$ cat config.mk
export PLATFORM = sky130hd
export DESIGN_NAME = pci_ctrl_cfg_status_regs
export DESIGN_NICKNAME = d
export VERILOG_FILES = /design/src/include/pci_ctrl_pkg.sv /design/src/rtl/pci_ctrl_cfg_status_regs.sv
export VERILOG_INCLUDE_DIRS = /design/src /design/src/include
export SDC_FILE = /design/constraint.sdc
export NUM_CORES = 1
export LEC_CHECK = 0
export BUFFER_PORTS_ARGS = -buffer_cell sky130_fd_sc_hd__buf_2
export CAP_MARGIN = 20
export CORE_ASPECT_RATIO = 1.5
export CORE_MARGIN = 1.5
export CORE_UTILIZATION = 35
export CTS_CLUSTER_DIAMETER = 100
export DETAILED_ROUTE_END_ITERATION = 10
export MAX_ROUTING_LAYER = met4
export PLACE_DENSITY = 0.64
export SLEW_MARGIN = 30
export SYNTH_ARGS = -nofsm -noshare
export SYNTH_HDL_FRONTEND = slang
export SYNTH_SLANG_ARGS = --single-unit
$ cat constraint.sdc
create_clock -name clock -period 1.5 [get_ports clock]
set_input_delay 0.225 -clock clock [delete_from_list [all_inputs] [get_ports clock]]
set_output_delay 0.225 -clock clock [all_outputs]
set_load 0.01 [all_outputs]
$ cat src/include/pci_ctrl_cfg_status_regs.svh
// register offsets, field positions and reset values for the pci controller config/status bank
// How it works
// - initiator accesses to pci i/o space are allowed only while initiator_io_space_enable is 1, which resets to 0.
// - a pci target access is accepted only when target_access_ready and cfg_load_complete are both 1.
// - while target_access_ready is 0 every configuration access to this device gets a retry.
// - target_access_ready resets to 1 only in pci boot mode together with satellite mode, else 0.
// - initiator configuration cycles through the cycle address/data registers run only while initiator_cfg_access_enable is 1, which resets to 1.
// - a soft reset loads configuration space from the four data registers when cfg_load_source_select is 1, else from the eeprom.
// - in host mode a pme assertion sets status bit 10, which resets to 0 and clears on a written 1.
// - a dma burst longer than 8 dwords sets status bit 9, cleared by a written 1.
// - a dma burst with decrementing addresses sets status bit 8, cleared by a written 1.
// - a dma burst with no address increment sets status bit 7, cleared by a written 1.
// - any perr assertion on the bus sets status bit 5 even when idle, cleared by a written 1.
// - any serr assertion on the bus sets status bit 4 even when idle, cleared by a written 1.
// - only an internal-bus timeout ending a cycle mastered by this controller sets status bit 3, cleared by a written 1.
// - initiator_write_busy reads 1 while a posted write is in flight and that write's error is withheld until it drops.
// - cfg_load_complete (bit 0) goes to 1 when the internal load sequence ends, even with no eeprom.
`ifndef PCI_CTRL_CFG_STATUS_REGS_SVH
`define PCI_CTRL_CFG_STATUS_REGS_SVH

`define OFS_CONFIG     16'hD170
`define OFS_STATUS     16'hD174
`define OFS_MASK       16'hD178

`define CFG_IO_EN_BIT  5
`define CFG_TGT_RDY_BIT 4
`define CFG_ICA_EN_BIT 3
`define CFG_LSRC_BIT   2
`define CFG_SOFT_RESET_BIT_BIT   6

`define ST_PME_BIT     10
`define ST_LONG_BIT    9
`define ST_DEC_BIT     8
`define ST_FIX_BIT     7
`define ST_PERR_BIT    5
`define ST_SERR_BIT    4
`define ST_GBE_BIT     3
`define ST_BUSY_BIT    1
`define ST_DONE_BIT    0

`define STICKY_MASK    32'h0000_07B8
`define CFG_WR_MASK    32'h0000_003C

`define RST_IO_EN      1'h0
`define RST_ICA_EN     1'h1
`define RST_LSRC       1'h0

`define LOAD_CYCLES    4'h8
`define STRAP_SETTLE   2'h2

`endif

$ cat src/include/pci_ctrl_pkg.sv
// types shared by the pci controller config/status bank
package pci_ctrl_pkg;
  typedef enum logic [1:0] {
    LOAD_IDLE = 2'b00,
    LOAD_EEP  = 2'b01,
    LOAD_REG  = 2'b10
  } load_state_t;
endpackage : pci_ctrl_pkg

$ cat src/rtl/pci_ctrl_cfg_status_regs.sv
// config and status registers of the pci controller with interrupt
//
// Local design decision: the address-and-strobe port.
`timescale 1ns/100ps
`include "pci_ctrl_cfg_status_regs.svh"

module pci_ctrl_cfg_status_regs (
  // clock and reset
  input  wire logic        clock,
  input  wire logic        rst,
  // register port
  input  wire logic [15:0] addr,
  input  wire logic [31:0] wdata,
  input  wire logic        wr,
  input  wire logic        rd,
  output logic      [31:0] rdata,
  // mode straps, from pins
  input  wire logic        pci_boot_mode,
  input  wire logic        satellite_mode,
  input  wire logic        host_mode,
  // bus pins, active low
  input  wire logic        pme_n,
  input  wire logic        perr_n,
  input  wire logic        serr_n,
  // on-chip events, same clock
  input  wire logic        dma_long_burst,
  input  wire logic        dma_dec_burst,
  input  wire logic        dma_fixed_burst,
  input  wire logic        gbus_timeout,
  input  wire logic        gbus_master,
  input  wire logic        posted_write_busy,
  input  wire logic        posted_write_error,
  input  wire logic        load_seq_done,
  // target side requests
  input  wire logic        tgt_req,
  input  wire logic        tgt_cfg_req,
  output logic             tgt_accept,
  output logic             tgt_retry,
  // initiator side gating
  input  wire logic        ini_io_req,
  input  wire logic        ini_cfg_req,
  output logic             ini_io_grant,
  output logic             ini_cfg_grant,
  // load control
  output logic             load_from_regs,
  output logic             load_from_eeprom,
  output logic             write_error,
  // interrupt
  output logic             irq
);

  // pin synchronisers, two flops before use
  // only the second flop of each pair is read by logic; the third pin stage
  // exists purely to give the edge detectors a settled previous value
  logic [2:0] pin_s1_q;
  logic [2:0] pin_s2_q;
  logic [2:0] pin_s3_q;
  logic [1:0] mode_s1_q;
  logic [1:0] mode_s2_q;
  logic       host_s1_q;
  logic       host_s2_q;

  // bus pins reset to their idle high level so no false edge follows reset
  always_ff @(posedge clock) begin
    if (rst) begin
      pin_s1_q <= 3'h7;
      pin_s2_q <= 3'h7;
      pin_s3_q <= 3'h7;
    end else begin
      pin_s1_q <= {pme_n, perr_n, serr_n};
      pin_s2_q <= pin_s1_q;
      pin_s3_q <= pin_s2_q;
    end
  end

  // boot and satellite straps
  always_ff @(posedge clock) begin
    if (rst) begin
      mode_s1_q <= 2'h0;
      mode_s2_q <= 2'h0;
    end else begin
      mode_s1_q <= {pci_boot_mode, satellite_mode};
      mode_s2_q <= mode_s1_q;
    end
  end

  // host mode strap, gates pme detection
  always_ff @(posedge clock) begin
    if (rst) begin
      host_s1_q <= 1'h0;
      host_s2_q <= 1'h0;
    end else begin
      host_s1_q <= host_mode;
      host_s2_q <= host_s1_q;
    end
  end

  // falling edges of the active-low pins, seen only past the second flop
  logic pme_fall;
  logic perr_fall;
  logic serr_fall;
  assign pme_fall  = pin_s3_q[2] & ~pin_s2_q[2];
  assign perr_fall = pin_s3_q[1] & ~pin_s2_q[1];
  assign serr_fall = pin_s3_q[0] & ~pin_s2_q[0];

  // decode
  logic wr_cfg;
  logic wr_st;
  logic wr_mask;
  assign wr_cfg  = wr && (addr == `OFS_CONFIG);
  assign wr_st   = wr && (addr == `OFS_STATUS);
  assign wr_mask = wr && (addr == `OFS_MASK);

  // strap capture once the synchroniser has filled after reset
  logic [1:0] strap_cnt_q;
  logic       boot_sat;
  assign boot_sat = mode_s2_q[1] & mode_s2_q[0];

  // settle counter; the straps are only trusted after two clean flops,
  // and an early config write ends the wait so software always wins
  always_ff @(posedge clock) begin
    if (rst) begin
      strap_cnt_q <= 2'h0;
    end else if (wr_cfg) begin
      strap_cnt_q <= 2'h3;
    end else if (strap_cnt_q != 2'h3) begin
      strap_cnt_q <= strap_cnt_q + 2'h1;
    end
  end

  // config register bits
  logic io_en_q;
  logic tgt_rdy_q;
  logic ica_en_q;
  logic lsrc_q;

  // plain software bits
  always_ff @(posedge clock) begin
    if (rst) begin
      io_en_q  <= `RST_IO_EN;
      ica_en_q <= `RST_ICA_EN;
      lsrc_q   <= `RST_LSRC;
    end else if (wr_cfg) begin
      io_en_q  <= wdata[`CFG_IO_EN_BIT];
      ica_en_q <= wdata[`CFG_ICA_EN_BIT];
      lsrc_q   <= wdata[`CFG_LSRC_BIT];
    end
  end

  // target ready: zero in reset, then the strap value once the straps are trusted;
  // a clear after a set is not guarded here, software must never do it
  always_ff @(posedge clock) begin
    if (rst) begin
      tgt_rdy_q <= 1'h0;
    end else if (wr_cfg) begin
      tgt_rdy_q <= wdata[`CFG_TGT_RDY_BIT];   // software sets once
    end else if (strap_cnt_q == `STRAP_SETTLE) begin
      tgt_rdy_q <= boot_sat;
    end
  end

  // load sequencer, started by soft reset; a soft reset during a load is ignored
  pci_ctrl_pkg::load_state_t state_q;
  logic [3:0] load_cnt_q;
  logic       done_q;
  logic       soft_reset_bit;
  logic       seq_idle;
  logic       load_end;
  assign soft_reset_bit     = wr_cfg && wdata[`CFG_SOFT_RESET_BIT_BIT];
  assign seq_idle = state_q == pci_ctrl_pkg::LOAD_IDLE;
  assign load_end = (state_q == pci_ctrl_pkg::LOAD_EEP && load_seq_done)
                    || (state_q == pci_ctrl_pkg::LOAD_REG
                        && load_cnt_q == `LOAD_CYCLES - 4'h1);

  // state; leaves reset loading from the eeprom, as after power-up
  always_ff @(posedge clock) begin
    if (rst) begin
      state_q <= pci_ctrl_pkg::LOAD_EEP;
    end else begin
      case (state_q)
        pci_ctrl_pkg::LOAD_IDLE: begin
          if (soft_reset_bit) begin
            // source chosen by the bit as it stood before this write
            state_q <= lsrc_q ? pci_ctrl_pkg::LOAD_REG
                              : pci_ctrl_pkg::LOAD_EEP;
          end
        end
        pci_ctrl_pkg::LOAD_EEP: begin
          if (load_end) begin
            state_q <= pci_ctrl_pkg::LOAD_IDLE;
          end
        end
        pci_ctrl_pkg::LOAD_REG: begin
          if (load_end) begin
            state_q <= pci_ctrl_pkg::LOAD_IDLE;
          end
        end
        default: begin
          state_q <= pci_ctrl_pkg::LOAD_IDLE;
        end
      endcase
    end
  end

  // register-load cycle counter, cleared whenever the sequencer is elsewhere
  always_ff @(posedge clock) begin
    if (rst) begin
      load_cnt_q <= 4'h0;
    end else if (state_q == pci_ctrl_pkg::LOAD_REG) begin
      load_cnt_q <= load_cnt_q + 4'h1;
    end else begin
      load_cnt_q <= 4'h0;
    end
  end

  // load done: cleared by a soft reset that starts a load, set when a load ends;
  // the eeprom path has no timeout, so a missing done pulse keeps it low
  always_ff @(posedge clock) begin
    if (rst) begin
      done_q <= 1'h0;
    end else if (seq_idle && soft_reset_bit) begin
      done_q <= 1'h0;
    end else if (load_end) begin
      done_q <= 1'h1;                         // set even with no eeprom
    end
  end

  // sticky event flags, set wins over write-one-clear
  logic [31:0] set_vec;
  logic [31:0] sticky_q;
  always_comb begin
    set_vec = 32'h0;
    set_vec[`ST_PME_BIT]  = pme_fall & host_s2_q;
    set_vec[`ST_LONG_BIT] = dma_long_burst;
    set_vec[`ST_DEC_BIT]  = dma_dec_burst;
    set_vec[`ST_FIX_BIT]  = dma_fixed_burst;
    set_vec[`ST_PERR_BIT] = perr_fall;
    set_vec[`ST_SERR_BIT] = serr_fall;
    set_vec[`ST_GBE_BIT]  = gbus_timeout & gbus_master;
  end

  always_ff @(posedge clock) begin
    if (rst) begin
      sticky_q <= 32'h0;
    end else begin
      sticky_q <= ((sticky_q & ~(wr_st ? wdata : 32'h0)) | set_vec) & `STICKY_MASK;
    end
  end

  // interrupt mask, same layout
  logic [31:0] mask_q;
  always_ff @(posedge clock) begin
    if (rst) begin
      mask_q <= 32'h0;
    end else if (wr_mask) begin
      mask_q <= wdata & `STICKY_MASK;
    end
  end

  // read mux, unmapped reads give zero
  logic [31:0] cfg_view;
  logic [31:0] st_view;
  always_comb begin
    cfg_view = 32'h0;
    cfg_view[`CFG_IO_EN_BIT]   = io_en_q;
    cfg_view[`CFG_TGT_RDY_BIT] = tgt_rdy_q;
    cfg_view[`CFG_ICA_EN_BIT]  = ica_en_q;
    cfg_view[`CFG_LSRC_BIT]    = lsrc_q;
    st_view = sticky_q;
    st_view[`ST_BUSY_BIT] = posted_write_busy;
    st_view[`ST_DONE_BIT] = done_q;
  end

  always_ff @(posedge clock) begin
    if (rst) begin
      rdata <= 32'h0;
    end else if (rd) begin
      case (addr)
        `OFS_CONFIG: rdata <= cfg_view;
        `OFS_STATUS: rdata <= st_view;
        `OFS_MASK:   rdata <= mask_q;
        default:     rdata <= 32'h0;
      endcase
    end else begin
      rdata <= 32'h0;
    end
  end

  // target answers; retry also covers plain requests that cannot be accepted yet,
  // so a plain requester never sees silence while the bank is still loading
  always_ff @(posedge clock) begin
    if (rst) begin
      tgt_accept <= 1'h0;
      tgt_retry  <= 1'h0;
    end else begin
      tgt_accept <= tgt_req & tgt_rdy_q & done_q;
      tgt_retry  <= (tgt_cfg_req & ~tgt_rdy_q)
                    | (tgt_req & ~(tgt_rdy_q & done_q));
    end
  end

  // initiator grants, one cycle behind the request
  always_ff @(posedge clock) begin
    if (rst) begin
      ini_io_grant  <= 1'h0;
      ini_cfg_grant <= 1'h0;
    end else begin
      ini_io_grant  <= ini_io_req & io_en_q;
      ini_cfg_grant <= ini_cfg_req & ica_en_q;
    end
  end

  // load path indicators, one cycle behind the sequencer
  always_ff @(posedge clock) begin
    if (rst) begin
      load_from_regs   <= 1'h0;
      load_from_eeprom <= 1'h0;
    end else begin
      load_from_regs   <= state_q == pci_ctrl_pkg::LOAD_REG;
      load_from_eeprom <= state_q == pci_ctrl_pkg::LOAD_EEP;
    end
  end

  // write error withheld while the posted write is still busy
  always_ff @(posedge clock) begin
    if (rst) begin
      write_error <= 1'h0;
    end else begin
      write_error <= posted_write_error & ~posted_write_busy;
    end
  end

  // level interrupt; the extra flop costs a cycle but keeps the pin glitch free
  always_ff @(posedge clock) begin
    if (rst) begin
      irq <= 1'h0;
    end else begin
      irq <= |(sticky_q & mask_q);
    end
  end

endmodule : pci_ctrl_cfg_status_regs

==> flow_metrics.tcl, run 1 <==
set metrics [dict create \
    finalClockSkew_ns 0.00561 \
    hold_class "in -> reg" \
    worstSetupPathType "reg -> reg" \
    first_pass_iters 5 \
    setup_violations 0 \
    p_per_area_nw_per_um2 1110 \
    drive_gt1_share_pct 33.6 \
    critPathArrivalTime_ns 1.67 \
    yosys_warnings 0 \
    area_growth_pct 25.5 \
    gr-total-overflow 0 \
    layout.nets 404 \
    ys_top_cells_by_area "dfxtp_1 51%, buf_4 7.0%, nor2_1 5.2%" \
    grt_pass1_wl_um 7320 \
    cts_tree "yes" \
    antenna_left 0 \
    wl_um 4510 \
    synth_cells 249 \
    leakage_nw 1.41 \
    ios 110 \
    initial_core_util_pct 36.3 \
    instances_no_fill 409 \
    synth_area_um2 2370 \
    avgSynthCellArea_um2 9.53 \
    dominantRegCellSynth "dfxtp_1" \
    min_period_ns 1.42 \
    ys_types 40 \
    synth-seq-area-share_pct 50.6 \
    reg2reg_from "state_q[0]" \
    slew_violations 0 \
    synth_edf_count 0 \
    vias_per_cell 4.50 \
    whs_ns 0.0587 \
    end_kind "flop" \
    grt.total_usage_pct 13.2 \
    peakVddDrop_v 0.000470 \
    antennaDiodeCount 0 \
    grt_pass1_vias 1664 \
    dp_cells 391 \
    core_um2 6530 \
    io_buffers 64 \
    synth.largest_area_cell "dfxtp_1" \
    fin_area_um2 2980 \
    cts-buffers-inserted 9 \
    holdPathStages 2 \
    drc 0 \
    hold_viol 0 \
    fp.dieH_um 104 \
    cts_sinks 60 \
    insertion_delay_ns 0.33 \
    rows 36 \
    multi_input_area_um2 1040 \
    r2r_slack_ns 0.08 \
    cts-root-buf "clkbuf_8" \
    die_x_um 70.2 \
    die_area_um2 7290 \
    regArea_um2 1200 \
    antenna_found_initial 0 \
    place_area_um2 2770 \
    hold_start "posted_write_busy" \
    place_hpwl_um 3280 \
    synth_seq_cells 60 \
    rr_worst_depth 5 \
    r2r-end "state_q[1]" \
    clock_path_buffers 2 \
    place.gp.congestion 0.776 \
    postSynth.asyncResetShare_pct 0 \
    cp_data_required_time_ns 1.75 \
    num_vias 1841 \
    worstSetupStartpointType "flop" \
    holdPathEnd "write_error" \
    outcome "completed" \
    grt_max_degree 47 \
    drtIter0Drc 105 \
    fill_cells 662 \
    worst-path-max-fanout 4 \
    htree_levels 3 \
    drv_cap 0 \
    min_period_over_period_pct 94.5 \
    max_freq_mhz 706 \
    synth.top_cell.area_share_pct 50.6 \
    setup_tns_ns 0 \
    path_clk_slew_ns 0.06 \
    wl_per_cell_um 11.0 \
]
-- worst max path at each step --
stage               startpoint  slack, ns    endpoint
finish              state_q[0]       0.08  state_q[1]
global placement       addr[9]      -0.12  mask_q[10]
floorplan              addr[9]       0.05  state_q[0]
CTS                 state_q[0]      0.008  state_q[1]
detailed placement     addr[9]      -0.15  mask_q[10]
global route        state_q[0]     -0.005  state_q[1]
-- placed cells by master (no fill, tap or decap), types with 2 or more instances in the layout --
cell / Yosys / routed
mux2i_1: 11 / 11
nand2b_1: 2 / 2
clkbuf_8: 0 / 9
conb_1: 1 / 22
xor2_1: 2 / 2
ha_1: 6 / 5
dfxtp_2: 0 / 3
nand3_1: 12 / 12
and2_1: 3 / 3
nand2_1: 13 / 13
inv_1: 6 / 5
a211oi_1: 2 / 2
nor2b_1: 13 / 13
a22oi_1: 7 / 7
and4b_1: 2 / 2
buf_2: 1 / 64
or2_2: 9 / 9
buf_4: 22 / 13
dfxtp_1: 60 / 57
a31oi_1: 3 / 3
clkinv_2: 0 / 5
nor2_1: 33 / 33
a21oi_1: 14 / 14
-- area by class of cell --
cell class	count	area share [%]
clock buffers	10	4.28
clock inverters	6	1.85
inverters	6	0.756
multi-input cells	173	34.8
flip-flops and latches	60	40.4
well taps	76	3.19
repair buffers	78	14.7
-- where the power goes --
group	total (W)	switching (W)	leakage [nW]	internal, W
combinational	0.000287	0.000146	0.824	0.000140
sequential	0.00168	0.0000313	0.491	0.00165
clock	0.00134	0.000588	0.0996	0.000751
total	0.00331	0.000766	1.41	0.00254
-- metal layers --
layer,wire (um),vias to the layer above,GRT usage [%]
met5,0,-,-
li1,-,952,-
met4,74,0,7.42
met2,2230,75,20.8
met1,1860,808,13.7
met3,339,6,5.62
-- critical path, cell delays in order, from the launching register on --
cell and delay (ns):
dfxtp_2 0.35, inv_2 0.04, ha_1 0.28, and3_4 0.19, or3_1 0.30, a31oi_1 0.17
-- flip-flops by register name, summed over array words and instances (netlist names), 2 cells and up --
register and count:
sticky_q 7, mode_s1_q 2, rdata 10, pin_s3_q 3
pin_s1_q 3, mode_s2_q 2, load_cnt_q 4, pin_s2_q 3
state_q 2, mask_q 7, strap_cnt_q 2
-- stage by stage --
step | power [W] | utilization [%] | setup slack, ns
floorplan | 0.00192 | - | 0.0460
global placement | 0.00198 | 42.4 | -0.123
detailed placement | 0.00200 | 42.4 | -0.151
CTS | 0.00336 | 45.3 | 0.00807
global route | 0.00347 | 45.6 | -0.00465
finish | 0.00331 | 45.6 | 0.0832
-- cells in the mapped netlist (2+ instances only) --
| cell type | instances |
|---|---|
| a31oi_1 | 3 |
| nand2_1 | 13 |
| nand2b_1 | 2 |
| or2_2 | 9 |
| dfxtp_1 | 60 |
| mux2i_1 | 11 |
| ha_1 | 6 |
| nor2_1 | 33 |
| clkbuf_1 | 8 |
| nor2b_1 | 13 |
| a22oi_1 | 7 |
| a21oi_1 | 14 |
| and2_1 | 3 |
| xor2_1 | 2 |
| and4b_1 | 2 |
| a211oi_1 | 2 |
| inv_1 | 6 |
| buf_4 | 22 |
| nand3_1 | 12 |
-- kinds of logic after synthesis --
family | after synthesis | synth area share, %
buffers and inverters | 37 | 9.38
muxes | 11 | 4.64
DFF | 60 | 50.6
and+or+nand+nor | 101 | 22.9
xor gates and xnor gates | 3 | 1.11
AOI/OAI and AO/OA | 30 | 8.01
adders and majority gates | 6 | 3.16
other | 1 | 0.158
-- timing repair --
item                       in CTS  in global routing
resized for setup               1                  5
cloned                          0                  0
buffers inserted                0                  2
setup endpoints to repair       1                  2
hold buffers                    0                  0
pin swaps                       1                  3
Note: power is estimated with default switching activity, not from simulation.
==> run 2, diff against run 1 <==
--- a/config.mk
+++ b/config.mk
@@ -8,13 +8,15 @@
 export LEC_CHECK = 0
 export BUFFER_PORTS_ARGS = -buffer_cell sky130_fd_sc_hd__buf_2
 export CAP_MARGIN = 20
+export CELL_PAD_IN_SITES_DETAIL_PLACEMENT = 0
+export CELL_PAD_IN_SITES_GLOBAL_PLACEMENT = 1
 export CORE_ASPECT_RATIO = 1.5
 export CORE_MARGIN = 1.5
-export CORE_UTILIZATION = 35
+export CORE_UTILIZATION = 30
 export CTS_CLUSTER_DIAMETER = 100
 export DETAILED_ROUTE_END_ITERATION = 10
 export MAX_ROUTING_LAYER = met4
-export PLACE_DENSITY = 0.64
+export PLACE_DENSITY = 0.74
 export SLEW_MARGIN = 30
 export SYNTH_ARGS = -nofsm -noshare
 export SYNTH_HDL_FRONTEND = slang
==> run 2 against run 1 <==
  * Setup slack improved by 0.014 ns
  * Final cell count is 5.4% higher
  * Clock skew shrank 0.0015 ns
  * Sequential power about the same
  * Maximum frequency is 1.0% higher
  * First-iteration DRC count down 37%
  * Non-clock buffer count is 4 lower
  * Register-to-register slack barely moved
  * Design area increased by 4.8%
  * Critical endpoint is now state_q[0]
  * Largest cell class unchanged
==> flow_metrics.tcl, run 2 (same netlist as run 1, synthesis figures left out) <==
set metrics [dict create \
    postCtsHoldBufs 0 \
    max_freq_mhz 713 \
    largest_reg_flops 10 \
    grt_pass1_vias 1740 \
    holdPathStages 2 \
    leakage_nw 1.43 \
    mostFrequentLayoutCells "64 x buf_2, 56 x dfxtp_1, 33 x nor2_1" \
    peakVddDrop_v 0.000753 \
    rows 39 \
    drv_cap 0 \
    critPathMaxStageDelay_ns 0.33 \
    setup_violations 0 \
    setup_tns_ns 0 \
    antenna_found_initial 0 \
    cts_tree "yes" \
    num_vias 1832 \
    drc 0 \
    place_hpwl_um 3430 \
    io_buffers 64 \
    antennaDiodeCount 0 \
    insertion_delay_ns 0.32 \
    regMostFlops "rdata" \
    min_period_over_period_pct 93.5 \
    grt_pass1_wl_um 7470 \
    fin_area_um2 3120 \
    grt_max_degree 47 \
    fp.dieH_um 112 \
    drive_gt1_share_pct 34.7 \
    die_area_um2 8470 \
    ios 110 \
    vias_per_cell 4.25 \
    crit_cells 6 \
    place.gp.congestion 0.757 \
    fill_cells 812 \
    core_um2 7660 \
    htree_levels 3 \
    min_period_ns 1.40 \
    rsz0062_at_grt "false" \
    hold_viol 0 \
    p_total_w 0.00396 \
    area_growth_pct 31.6 \
    end_kind "flop" \
    cts-buffers-inserted 9 \
    outcome "completed" \
    first_pass_iters 4 \
    worstPathCellList "inv_2 -> ha_4 -> nand4b_1 -> and3_4 -> a21o_1 -> a211o_1" \
    finalClockSkew_ns 0.00406 \
    path_clk_slew_ns 0.05 \
    worstSetupPathType "reg -> reg" \
    reg.largest.list "rdata: 10 flops, mask_q: 7 flops, sticky_q: 7 flops" \
    worst-path-max-fanout 4 \
    met3_usage_pct 3.71 \
    p_per_area_nw_per_um2 1270 \
    hold_class "in -> reg" \
    grtUsageMet2_pct 19.9 \
    layout.nets 400 \
    utilization_pct 40.8 \
    drtIter0Drc 66 \
    gr-total-overflow 0 \
    use_met1_pct 12.0 \
    cts_sinks 60 \
    slew_violations 0 \
    cts-root-buf "clkbuf_16" \
    path_delay_family "compound AO/OA/AOI/OAI gates" \
    path_buf_inv 1 \
    wl_um 4800 \
    die_x_um 75.6 \
    clock_path_buffers 2 \
    critPathArrivalTime_ns 1.61 \
    cp_slowest_cell "dfxtp_2" \
    antenna_left 0 \
    initial_core_util_pct 31.0 \
    rr_worst_depth 6 \
    place_area_um2 2780 \
    worstSetupStartpointType "flop" \
    whs_ns 0.0686 \
    final_common_cell "buf_2" \
    wl_per_cell_um 11.1 \
    grt-busiest-layer "met2" \
    grt.total_usage_pct 12.2 \
    cp_data_required_time_ns 1.71 \
]
-- run 2: layout make-up --
| cell class | instances | area, um2 | share of cell area, % |
|---|---|---|---|
| Clock buffer | 9 | 225 | 7.21 |
| Clock inverter | 7 | 67.6 | 2.16 |
| Inverter | 6 | 22.5 | 0.721 |
| Multi-Input combinational cell | 173 | 1060 | 34.1 |
| Sequential cell | 60 | 1210 | 38.7 |
| Tap cell | 102 | 128 | 4.09 |
| Timing Repair Buffer | 74 | 408 | 13.1 |
-- run 2: power breakdown --
group          internal [W]  total [W]  switching [W]
clock network       0.00127    0.00198       0.000711
registers           0.00165    0.00168      0.0000306
logic              0.000141   0.000293       0.000153
total               0.00306    0.00396       0.000894
-- run 2: final timing paths --
check | from | end | slack [ns]
max | state_q[0] | state_q[0] | 0.1
min | posted_write_busy | write_error | 0.07
max reg2reg | state_q[0] | state_q[0] | 0.1
min reg2reg | pin_s1_q[1] | pin_s2_q[1] | 0.41
-- run 2: timing repair --
item | in CTS | in global routing
buffers inserted | 0 | 1
pin swaps | 1 | 5
setup endpoints to repair | 1 | 2
resized for setup | 4 | 10
-- run 2: through the flow --
stage / worst slack [ns] / instances
CTS: 0.0258 / 430
floorplan: 0.0460 / 270
detailed placement: -0.196 / 414
finish: 0.0977 / 431
global route: 0.0364 / 431
global placement: -0.161 / 414
-- run 2: routing by layer --
layer  vias to the layer above  share of wire, %
li1                        940                 -
met1                       807                42
met2                        72                48
met3                        13               5.9
met4                         0               3.4
met5                         -                 0
==> run 3, diff against run 2 <==
--- a/config.mk
+++ b/config.mk
@@ -7,16 +7,15 @@
 export NUM_CORES = 1
 export LEC_CHECK = 0
 export BUFFER_PORTS_ARGS = -buffer_cell sky130_fd_sc_hd__buf_2
-export CAP_MARGIN = 20
+export CAP_MARGIN = 0
 export CELL_PAD_IN_SITES_DETAIL_PLACEMENT = 0
 export CELL_PAD_IN_SITES_GLOBAL_PLACEMENT = 1
-export CORE_ASPECT_RATIO = 1.5
 export CORE_MARGIN = 1.5
-export CORE_UTILIZATION = 30
+export CORE_UTILIZATION = 35
 export CTS_CLUSTER_DIAMETER = 100
 export DETAILED_ROUTE_END_ITERATION = 10
 export MAX_ROUTING_LAYER = met4
-export PLACE_DENSITY = 0.74
+export PLACE_DENSITY = 0.81
 export SLEW_MARGIN = 30
 export SYNTH_ARGS = -nofsm -noshare
 export SYNTH_HDL_FRONTEND = slang
==> constraint.sdc (replaced) <==
create_clock -name clock -period 1.64 [get_ports clock]
set_input_delay 0.246 -clock clock [delete_from_list [all_inputs] [get_ports clock]]
set_output_delay 0.246 -clock clock [all_outputs]
set_load 0.01 [all_outputs]
==> run 3 against run 2 <==
  * Sequential share of layout area up 2.3 points
  * Power down 26%
  * Register-to-register slack better by 0.02 ns
  * Final cell count down 6.0%
  * First-iteration DRC count up 11%
  * The run now ends with design-rule violations left
  * Clock power down 43%
  * Critical path type unchanged
  * Sequential cell count unchanged
  * Sequential power down 9%
  * Clock skew up 0.0029 ns
  * Largest cell class unchanged
==> flow_metrics.tcl, run 3 (same netlist as run 1, synthesis figures left out) <==
set metrics [dict create \
    clock_path_buffers 2 \
    hold_start "posted_write_busy" \
    wl_um 4480 \
    final_common_cell "buf_2" \
    antennaDiodeCount 0 \
    cts-buffers-inserted 9 \
    first_pass_iters 7 \
    grt_pass1_wl_um 7270 \
    antenna_found_initial 0 \
    worstPathCellList "ha_1 -> nand4b_1 -> and3_1 -> or3_1 -> a31oi_1" \
    cp_slowest_cell "dfxtp_1" \
    rr_worst_depth 5 \
    vias_per_cell 4.41 \
    grt_max_degree 47 \
    r2r-end "state_q[1]" \
    antenna_left 0 \
    finalClockSkew_ns 0.00698 \
    wl_per_cell_um 11.1 \
    core_um2 6460 \
    regMostFlops "rdata" \
    reg2reg_from "state_q[1]" \
    reg.largest.list "rdata: 10 flops, mask_q: 7 flops, sticky_q: 7 flops" \
    p_per_area_nw_per_um2 994 \
    die_area_um2 7280 \
    num_vias 1787 \
    gr-total-overflow 0 \
    hold_class "in -> reg" \
    drive_gt1_share_pct 31.1 \
    holdPathEnd "write_error" \
    place_hpwl_um 3200 \
    worstSetupStartpointType "flop" \
    path_clk_slew_ns 0.07 \
    rsz0062_at_grt "false" \
    drc 8 \
    postCtsHoldBufs 0 \
    drv_cap 0 \
    rows 29 \
    path_buf_inv 0 \
    violations "design-rule violations" \
    drtIter0Drc 73 \
    path_delay_family "simple AND/OR/NAND/NOR gates" \
    largest_reg_flops 10 \
    cts_sinks 60 \
    ios 110 \
    cp_data_required_time_ns 1.90 \
    hold_viol 0 \
    fp.dieH_um 85.4 \
    place.gp.congestion 0.781 \
    die_x_um 85.4 \
    peakVddDrop_v 0.000400 \
    grt_pass1_vias 1596 \
    grt.total_usage_pct 13.3 \
    slew_violations 0 \
    cts_tree "yes" \
    p_total_w 0.00291 \
    leakage_nw 1.38 \
    cts_resized 0 \
    critPathMaxStageDelay_ns 0.39 \
    htree_levels 3 \
    mostFrequentLayoutCells "64 x buf_2, 60 x dfxtp_1, 33 x nor2_1" \
    insertion_delay_ns 0.33 \
    critPathArrivalTime_ns 1.78 \
    setup_tns_ns 0 \
    worst-path-max-fanout 4 \
    end_kind "flop" \
    max_freq_mhz 658 \
    setup_violations 0 \
    holdPathStages 2 \
    layout.nets 401 \
    initial_core_util_pct 36.7 \
    io_buffers 64 \
    cts-root-buf "clkbuf_8" \
    outcome "finished with violations" \
    post_cts_buffers 0 \
    min_period_ns 1.52 \
    min_period_over_period_pct 92.7 \
    r2r_slack_ns 0.12 \
    area_growth_pct 23.4 \
    worstSetupPathType "reg -> reg" \
]
## run 3: cell types whose count changed in the layout (fill, tap and decap cells not counted), moves of 3 or more
| cell | delta |
|---|---|
| dfxtp_1 | +4 |
| clkbuf_8 | +10 |
| dfxtp_2 | -3 |
| clkbuf_16 | -9 |
| ha_1 | +3 |
## run 3: stage by stage
| step | instances | setup slack (ns) | util (%) | hold slack, ns | area [um2] |
|---|---|---|---|---|---|
| 4_1_cts | 405 | 0.105 | 45.4 | 0.0706 | 2930 |
| 3_5_place_dp | 391 | -0.0976 | 42.8 | 0.394 | 2760 |
| 2_1_floorplan | 270 | 0.165 | - | 0.322 | 2450 |
| 3_3_place_gp | 391 | -0.0534 | 42.8 | 0.392 | 2760 |
| 6_report | 405 | 0.120 | 45.4 | 0.0849 | 2930 |
| 5_1_grt | 405 | 0.0274 | 45.4 | 0.0727 | 2930 |
## run 3: power by group
| part | total, W | internal, W | leakage (nW) | switching [W] |
|---|---|---|---|---|
| Clock | 0.00112 | 0.000568 | 0.0762 | 0.000554 |
| Combinational | 0.000253 | 0.000123 | 0.813 | 0.000131 |
| Sequential | 0.00153 | 0.00151 | 0.490 | 0.0000272 |
| Total | 0.00291 | 0.00220 | 1.38 | 0.000712 |
## run 3: cell type report
cell class	instances	area, um2
clock buffers	10	138
clock inverters	4	27.5
multi-input cells	173	1030
fillers	661	3530
flip-flops and latches	60	1200
inverters	6	22.5
repair buffers	75	415
well taps	77	96.3
## run 3: how the worst max path moves through the flow
stage / from / end / slack, ns / cells after the start
2_1_floorplan: addr[9] / state_q[0] / 0.16 / 5
3_3_place_gp: addr[9] / state_q[0] / -0.05 / 6
3_5_place_dp: addr[9] / state_q[0] / -0.1 / 7
4_1_cts: state_q[1] / state_q[1] / 0.11 / 5
5_1_grt: state_q[1] / state_q[1] / 0.03 / 5
6_report: state_q[1] / state_q[1] / 0.12 / 5
## run 3: layer usage
layer | part of all wire [%] | up-vias | global-route usage, %
met1 | 47 | 768 | 16.7
met3 | 7.0 | 10 | 3.40
met5 | 0 | - | -
li1 | - | 942 | -
met4 | 2.1 | 0 | 7.92
met2 | 44 | 67 | 19.3
